<file path="src/rtl/sse_pkg.sv">
// Shared constants and types for the skip and subtract execution block
package sse_pkg;

  // ----------------------------------------------------------------
  // Widths, reset values and constants
  // ----------------------------------------------------------------
  localparam int DATA_W = 8;
  localparam int BIT_SEL_W = 3;
  localparam int NIBBLE_W = 4;
  localparam logic [7:0] ACC_RESET = 8'h00;
  localparam logic [7:0] MEM_WR_DATA_RESET = 8'h00;
  localparam logic [7:0] INC_STEP = 8'h01;
  localparam logic [7:0] ZERO_BYTE = 8'h00;

  // ----------------------------------------------------------------
  // Operations and states
  // ----------------------------------------------------------------
  typedef enum logic [2:0] {
    SSE_OP_NOP,
    SSE_OP_INC_SKIP_ZERO_TO_ACC,
    SSE_OP_SKIP_BIT_NONZERO,
    SSE_OP_SKIP_IF_NONZERO,
    SSE_OP_SUB_TO_ACC,
    SSE_OP_SUBTRACT_TO_MEM
  } sse_op_e;

  typedef enum logic {
    SSE_ST_EXEC,
    SSE_ST_DUMMY
  } sse_state_e;

  typedef struct packed {
    logic overflow_flag;
    logic zero_flag;
    logic aux_carry_flag;
    logic carry_flag;
    logic signed_compare_flag;
    logic combined_zero_flag;
  } sse_flags_s;

  localparam sse_flags_s FLAGS_RESET = '{default: 1'b0};

endpackage : sse_pkg

</file>
<file path="src/rtl/sse_alu_if.sv">
// Operand and result bundle between the execution core and its two units
interface sse_alu_if;
  import sse_pkg::*;

  logic [DATA_W-1:0] acc;
  logic [DATA_W-1:0] mem;
  logic [BIT_SEL_W-1:0] bit_sel;
  logic [DATA_W-1:0] diff;
  sse_flags_s sub_flags;
  logic [DATA_W-1:0] inc_sum;
  logic inc_zero;
  logic bit_hit;
  logic byte_nonzero;

  modport core (output acc, output mem, output bit_sel, input diff, input sub_flags,
                input inc_sum, input inc_zero, input bit_hit, input byte_nonzero);
  modport sub (input acc, input mem, output diff, output sub_flags);
  modport skip (input mem, input bit_sel, output inc_sum, output inc_zero, output bit_hit,
                output byte_nonzero);
endinterface : sse_alu_if

</file>
<file path="src/rtl/sse_exec.sv">
// Execution core for increment-skip, nonzero skips and subtract operations
// ----------------------------------------------------------------
// Overview of operation
// ----------------------------------------------------------------
module sse_exec
  import sse_pkg::*;
(
  input wire logic clk,
  input wire logic reset,
  input wire logic op_valid,
  input wire sse_pkg::sse_op_e op_code,
  input wire logic [sse_pkg::DATA_W-1:0] mem_rd_data,
  input wire logic [sse_pkg::BIT_SEL_W-1:0] bit_sel,
  output logic op_ready,
  output logic op_done,
  output logic skip_pulse,
  output logic [sse_pkg::DATA_W-1:0] accumulator,
  output logic mem_wr_en,
  output logic [sse_pkg::DATA_W-1:0] mem_wr_data,
  output logic overflow_flag,
  output logic zero_flag,
  output logic aux_carry_flag,
  output logic carry_flag,
  output logic signed_compare_flag,
  output logic combined_zero_flag
);
  import sse_pkg::*;

  // ----------------------------------------------------------------
  // Arithmetic and skip units
  // ----------------------------------------------------------------
  sse_alu_if alu ();

  sse_sub_unit u_sub (
    .alu(alu.sub)
  );

  sse_skip_unit u_skip (
    .alu(alu.skip)
  );

  sse_state_e state_reg;
  sse_state_e state_next;
  logic [DATA_W-1:0] accumulator_reg;
  logic [DATA_W-1:0] accumulator_next;
  sse_flags_s flags_reg;
  sse_flags_s flags_next;
  logic mem_wr_en_reg;
  logic mem_wr_en_next;
  logic [DATA_W-1:0] mem_wr_data_reg;
  logic [DATA_W-1:0] mem_wr_data_next;
  logic skip_pulse_reg;
  logic skip_pulse_next;
  logic op_done_reg;
  logic op_done_next;
  logic op_ready_reg;
  logic op_ready_next;
  logic take;
  logic skip_cond;

  assign alu.acc = accumulator_reg;
  assign alu.mem = mem_rd_data;
  assign alu.bit_sel = bit_sel;

  // An instruction offered during the dummy cycle is the skipped one and is dropped
  assign take = op_valid && (state_reg == SSE_ST_EXEC);

  // ----------------------------------------------------------------
  // Next state
  // ----------------------------------------------------------------
  always_comb begin
    state_next = SSE_ST_EXEC;
    accumulator_next = accumulator_reg;
    flags_next = flags_reg;
    mem_wr_en_next = 1'b0;
    mem_wr_data_next = mem_wr_data_reg;
    skip_pulse_next = 1'b0;
    op_done_next = 1'b0;
    op_ready_next = 1'b1;
    skip_cond = 1'b0;
    case (state_reg)
      SSE_ST_DUMMY: begin
        state_next = SSE_ST_EXEC;
      end
      SSE_ST_EXEC: begin
        if (take) begin
          op_done_next = 1'b1;
          case (op_code)
            SSE_OP_INC_SKIP_ZERO_TO_ACC: begin
              accumulator_next = alu.inc_sum;
              skip_cond = alu.inc_zero;
            end
            SSE_OP_SKIP_BIT_NONZERO: begin
              skip_cond = alu.bit_hit;
            end
            SSE_OP_SKIP_IF_NONZERO: begin
              mem_wr_en_next = 1'b1;
              mem_wr_data_next = mem_rd_data;
              skip_cond = alu.byte_nonzero;
            end
            SSE_OP_SUB_TO_ACC: begin
              accumulator_next = alu.diff;
              flags_next = alu.sub_flags;
            end
            SSE_OP_SUBTRACT_TO_MEM: begin
              mem_wr_en_next = 1'b1;
              mem_wr_data_next = alu.diff;
              flags_next = alu.sub_flags;
            end
            default: begin
              op_done_next = 1'b1;
            end
          endcase
          if (skip_cond) begin
            state_next = SSE_ST_DUMMY;
            skip_pulse_next = 1'b1;
            op_ready_next = 1'b0;
          end
        end
      end
      default: begin
        state_next = SSE_ST_EXEC;
      end
    endcase
  end

  // ----------------------------------------------------------------
  // Registers
  // ----------------------------------------------------------------
  always_ff @(posedge clk) begin
    if (reset) begin
      state_reg <= SSE_ST_EXEC;
      accumulator_reg <= ACC_RESET;
      flags_reg <= FLAGS_RESET;
      mem_wr_en_reg <= 1'b0;
      mem_wr_data_reg <= MEM_WR_DATA_RESET;
      skip_pulse_reg <= 1'b0;
      op_done_reg <= 1'b0;
      op_ready_reg <= 1'b1;
    end else begin
      state_reg <= state_next;
      accumulator_reg <= accumulator_next;
      flags_reg <= flags_next;
      mem_wr_en_reg <= mem_wr_en_next;
      mem_wr_data_reg <= mem_wr_data_next;
      skip_pulse_reg <= skip_pulse_next;
      op_done_reg <= op_done_next;
      op_ready_reg <= op_ready_next;
    end
  end

  assign op_ready = op_ready_reg;
  assign op_done = op_done_reg;
  assign skip_pulse = skip_pulse_reg;
  assign accumulator = accumulator_reg;
  assign mem_wr_en = mem_wr_en_reg;
  assign mem_wr_data = mem_wr_data_reg;
  assign overflow_flag = flags_reg.overflow_flag;
  assign zero_flag = flags_reg.zero_flag;
  assign aux_carry_flag = flags_reg.aux_carry_flag;
  assign carry_flag = flags_reg.carry_flag;
  assign signed_compare_flag = flags_reg.signed_compare_flag;
  assign combined_zero_flag = flags_reg.combined_zero_flag;

  logic is_inc;
  logic is_bit;
  logic is_byte;
  logic is_sub;
  logic is_subtract_to_mem;
  logic mem_all_ones;
  logic sel_bit;
  assign is_inc = take && (op_code == SSE_OP_INC_SKIP_ZERO_TO_ACC);
  assign is_bit = take && (op_code == SSE_OP_SKIP_BIT_NONZERO);
  assign is_byte = take && (op_code == SSE_OP_SKIP_IF_NONZERO);
  assign is_sub = take && (op_code == SSE_OP_SUB_TO_ACC);
  assign is_subtract_to_mem = take && (op_code == SSE_OP_SUBTRACT_TO_MEM);
  assign mem_all_ones = &mem_rd_data;
  assign sel_bit = mem_rd_data[bit_sel];
  logic acc_sign;
  logic mem_sign;
  logic [NIBBLE_W-1:0] acc_low;
  logic [NIBBLE_W-1:0] mem_low;
  assign acc_sign = accumulator_reg[DATA_W-1];
  assign mem_sign = mem_rd_data[DATA_W-1];
  assign acc_low = accumulator_reg[NIBBLE_W-1:0];
  assign mem_low = mem_rd_data[NIBBLE_W-1:0];
endmodule // sse_exec

</file>
<file path="src/rtl/sse_sub_unit.sv">
// Subtractor: accumulator minus memory byte with the six status flags
module sse_sub_unit
  import sse_pkg::*;
(
  sse_alu_if.sub alu
);

  logic [DATA_W:0] wide_diff;
  logic [NIBBLE_W:0] low_diff;

  always_comb begin
    wide_diff = {1'b0, alu.acc} - {1'b0, alu.mem};
    low_diff = {1'b0, alu.acc[NIBBLE_W-1:0]} - {1'b0, alu.mem[NIBBLE_W-1:0]};
    alu.diff = wide_diff[DATA_W-1:0];
    // Carry is the inverse of borrow: set when the difference is zero or positive
    alu.sub_flags.carry_flag = ~wide_diff[DATA_W];
    alu.sub_flags.aux_carry_flag = ~low_diff[NIBBLE_W];
    alu.sub_flags.zero_flag = (wide_diff[DATA_W-1:0] == ZERO_BYTE);
    alu.sub_flags.overflow_flag = (alu.acc[DATA_W-1] ^ alu.mem[DATA_W-1]) &
                                  (alu.acc[DATA_W-1] ^ wide_diff[DATA_W-1]);
    alu.sub_flags.signed_compare_flag = alu.sub_flags.overflow_flag ^ wide_diff[DATA_W-1];
    // Single byte operation, so the combined zero follows the plain zero
    alu.sub_flags.combined_zero_flag = alu.sub_flags.zero_flag;
  end

endmodule // sse_sub_unit

</file>
<file path="src/rtl/sse_skip_unit.sv">
// Skip condition evaluation for the three conditional skip operations
module sse_skip_unit
  import sse_pkg::*;
(
  sse_alu_if.skip alu
);

  always_comb begin
    alu.inc_sum = alu.mem + INC_STEP;
    alu.inc_zero = (alu.inc_sum == ZERO_BYTE);
    alu.bit_hit = alu.mem[alu.bit_sel];
    alu.byte_nonzero = (alu.mem != ZERO_BYTE);
  end

endmodule // sse_skip_unit

</file>
<file path="config.mk">
export PLATFORM = sky130hd
export DESIGN_NAME = sse_exec
export DESIGN_NICKNAME = d
export VERILOG_FILES = /design/src/rtl/sse_pkg.sv /design/src/rtl/sse_alu_if.sv /design/src/rtl/sse_exec.sv /design/src/rtl/sse_sub_unit.sv /design/src/rtl/sse_skip_unit.sv
export SDC_FILE = /design/constraint.sdc
export NUM_CORES = 1
export LEC_CHECK = 0
export BUFFER_PORTS_ARGS = -buffer_cell sky130_fd_sc_hd__buf_2
export CORE_ASPECT_RATIO = 1.2
export CORE_UTILIZATION = 53
export CTS_CLUSTER_SIZE = 16
export DETAILED_ROUTE_END_ITERATION = 7
export GPL_TIMING_DRIVEN = 0
export PLACE_DENSITY = 0.79
export SYNTH_ARGS = -nofsm -noshare
export SYNTH_HDL_FRONTEND = slang
export SYNTH_SLANG_ARGS = --single-unit
</file>
<file path="constraint.sdc">
create_clock -name clk -period 3.4 [get_ports clk]
set_input_delay 0.68 -clock clk [delete_from_list [all_inputs] [get_ports clk]]
set_output_delay 0.68 -clock clk [all_outputs]
set_load 0.02 [all_outputs]
</file>
==> flow_summary.yaml <==
outcome:
  status: "completed"
clock_tree:
  cts_root_buf: "clkbuf_4"
  cts_made_buffers: 3
  h-tree-depth: 1
  cts_sinks: 25
  post_cts_buffers: 0
  cts-resized-gates: 0
  cts_buffer_depth: 2
  clock_latency_ns: 0.33
  cts_tree: "yes"
  holdBufCountCts: 0
  path_clk_slew_ns: 0.14
route:
  routed_via_density: 5.665
  drt_iter0_markers: 55
  drt_wl_total_um: 4112
  wl_per_cell_um: 14.48
  via_count: 1609
  drt_drc_violations_left: 0
  antenna_left: 0
  firstDrtPassIters: 4
critical_path:
  r2r_end: "combined_zero_flag"
  cp_data_required_time_ns: 3.67
  start_kind: "input pin"
  setup.worst_path.start: "mem_rd_data[3]"
  cp-end-kind: "flop"
  cp_max_fo: 6
  reg2reg_setup_slack_ns: 0.63
  crit_path_cell_trace: "buf_2 -> inv_1 -> ha_1 -> o21ai_1 -> a21oi_1 -> o311a_1 -> o21a_1 -> nor2_1 -> fa_1 -> nand4_1 -> or4_1 -> o21ai_0"
  crit_arrival_ns: 3.29
  endpoint: "combined_zero_flag"
  cp_slowest_cell: "fa_1"
  worst_r2r_path_depth: 11
  cpPeakStageDelay_ns: 0.58
  r2r-start: "accumulator[0]"
  critical_path_class: "in2reg"
placement:
  placed_area_um2: 2002
  dp_cells: 280
  gp_congestion: 0.8936
  dp_slack_ns: 0.03168
  numPortBuffers: 38
  place_hpwl_um: 3316
cells_and_area:
  multi_input_area_um2: 1109
  finalNetCount: 278
  layoutNonFillerInstCount: 284
  syn_to_final_growth_pct: 15.01
  diodes: 0
  fillers: 289
  seq_area_um2: 500.5
  drive_gt1_frac: 0.2621
  mostFrequentLayoutCells: "buf_2, nor2_1, dfxtp_1, nand2_1, a21oi_1"
  mostFrequentLayoutCell: "buf_2"
  design_area_um2: 2032
power:
  p_leak_nw: 0.9090
  vdd_drop_max_v: 0.0002524
  power_density_nw_per_um2: 322.2
floorplan:
  fp.dieArea_um2: 3569
  die_h_um: 65.25
  io_pins: 43
  rows: 22
  start_util: 0.5680
  fp.dieW_um: 54.71
  core_area_um2: 3110
yosys:
  ys_ff_latch: 25
  synth-compound-area-share: 0.1919
  synth_cell_types: 47
  synth_mux_area_frac: 0.06020
  ys_seq_area_frac: 0.2833
  synthXorXnorAreaFrac: 0.05453
  synthAdderAreaFrac: 0.09348
  postSynth.asyncResetShare: 0
  synth_edf_count: 0
  avgSynthCellArea_um2: 8.576
  syn_inst: 206
  synth-simple-area-share: 0.2273
  synth_top_family_by_area: "simple AND/OR/NAND/NOR gates"
  synth.cell_area_um2: 1767
  ys.flop_type: "dfxtp_1"
  syn_nets: 235
  synth_warnings: 0
timing:
  period_needed_ns: 3.016
  slew_headroom: 0.5364
  setup_viol: 0
  fin_tns_setup_ns: 0
  finalHoldViolCount: 0
  tightest_slew_ns: 0.6940
  slew_viol_final: 0
  worst_slack_ns: 0.3835
  fin_skew_ns: 0.001983
  fin_hold_ws_ns: 0.4798
  rsz0062_at_grt: "no"
  max_freq_mhz: 331.5
  timing.final.crit_share: 0.8872
global_routing:
  top_usage_layer: "met2"
  grt_util_met1: 0.3162
  grt_pass1_wl_um: 6506
  first_global_vias: 1452
  grt_max_degree: 16
  antenna_found_initial: 0
  gr-usage-met3: 0.03241
  gr-usage-met2: 0.4262
  grt_overflow_total: 0
  grt_use_total: 0.2523
worst_hold_path:
  min_path_type: "reg2reg"
flow_run:
  cap_violations: 0
## power breakdown
group / internal (W) / switching, W
combinational: 0.0000830 / 0.000118
sequential: 0.000307 / 0.00000745
clock: 0.0000451 / 0.0000946
total: 0.000435 / 0.000220
## synthesized netlist by cell type (3+ instances only)
cell type,n,area [µm²]
a211oi_1,7,52.55
a21oi_1,13,65.06
clkbuf_8,5,68.82
dfxtp_1,25,500.5
ha_1,10,125.1
inv_1,10,37.54
mux2i_1,5,50.05
nand2_1,16,60.06
nand3_1,5,25.02
nand3b_1,3,22.52
nor2_1,25,93.84
nor2b_1,4,25.02
nor3_1,6,30.03
o21ai_0,10,50.05
o21ai_1,3,15.01
o22ai_1,3,18.77
or3_1,4,25.02
xnor2_1,7,61.31
xor2_1,4,35.03
## area by class of cell
type | count | share of cell area
buffer | 12 | 0.05911
clock buffer | 3 | 0.01108
clock inverter | 1 | 0.003695
inverter | 10 | 0.01847
multi-input combinational | 159 | 0.5456
sequential | 25 | 0.2463
tap | 36 | 0.02217
timing repair buffer | 38 | 0.09360
## worst min-delay path by stage
stage                           to  slack (ns)                 from  cells after the start
2_1_floorplan  signed_compare_flag        0.53  signed_compare_flag                      2
3_3_place_gp   signed_compare_flag        0.44  signed_compare_flag                      2
3_5_place_dp        accumulator[0]        0.46       accumulator[0]                      2
4_1_cts             accumulator[0]        0.48       accumulator[0]                      2
5_1_grt             accumulator[0]        0.50       accumulator[0]                      2
6_report            accumulator[0]        0.48       accumulator[0]                      2
## per-layer routing
| metal | vias up | wire length, µm |
|---|---|---|
| li1 | 823 | - |
| met1 | 727 | 1811 |
| met2 | 52 | 2020 |
| met3 | 7 | 213 |
| met4 | 0 | 68 |
| met5 | - | 0 |
## per-stage QoR
stage / power, W / util
after floorplan: 0.0004628 / -
after global placement: 0.0005161 / 0.6436
after detailed placement: 0.0005198 / 0.6436
after CTS: 0.0006576 / 0.6533
after global routing: 0.0006944 / 0.6533
final: 0.0006547 / 0.6533
## kinds of logic (layout without fill, tap and decap cells)
kind of cell / count (synthesis) / in the layout
AND/OR/NAND/NOR: 78 / 78
AO/OA/AOI/OAI: 50 / 50
flip-flops: 25 / 25
buffers and inverters: 22 / 64
adder cells (fa/ha/maj): 12 / 12
XOR/XNOR: 11 / 11
multiplexers: 8 / 8
## worst max-delay path: cells and delay by family
family,cells,cell delay [ns]
compound gates,5,0.81
fa+ha+maj,2,0.94
simple gates,3,0.60
buf+inv,2,0.24
(Power assumes the default switching activity.)
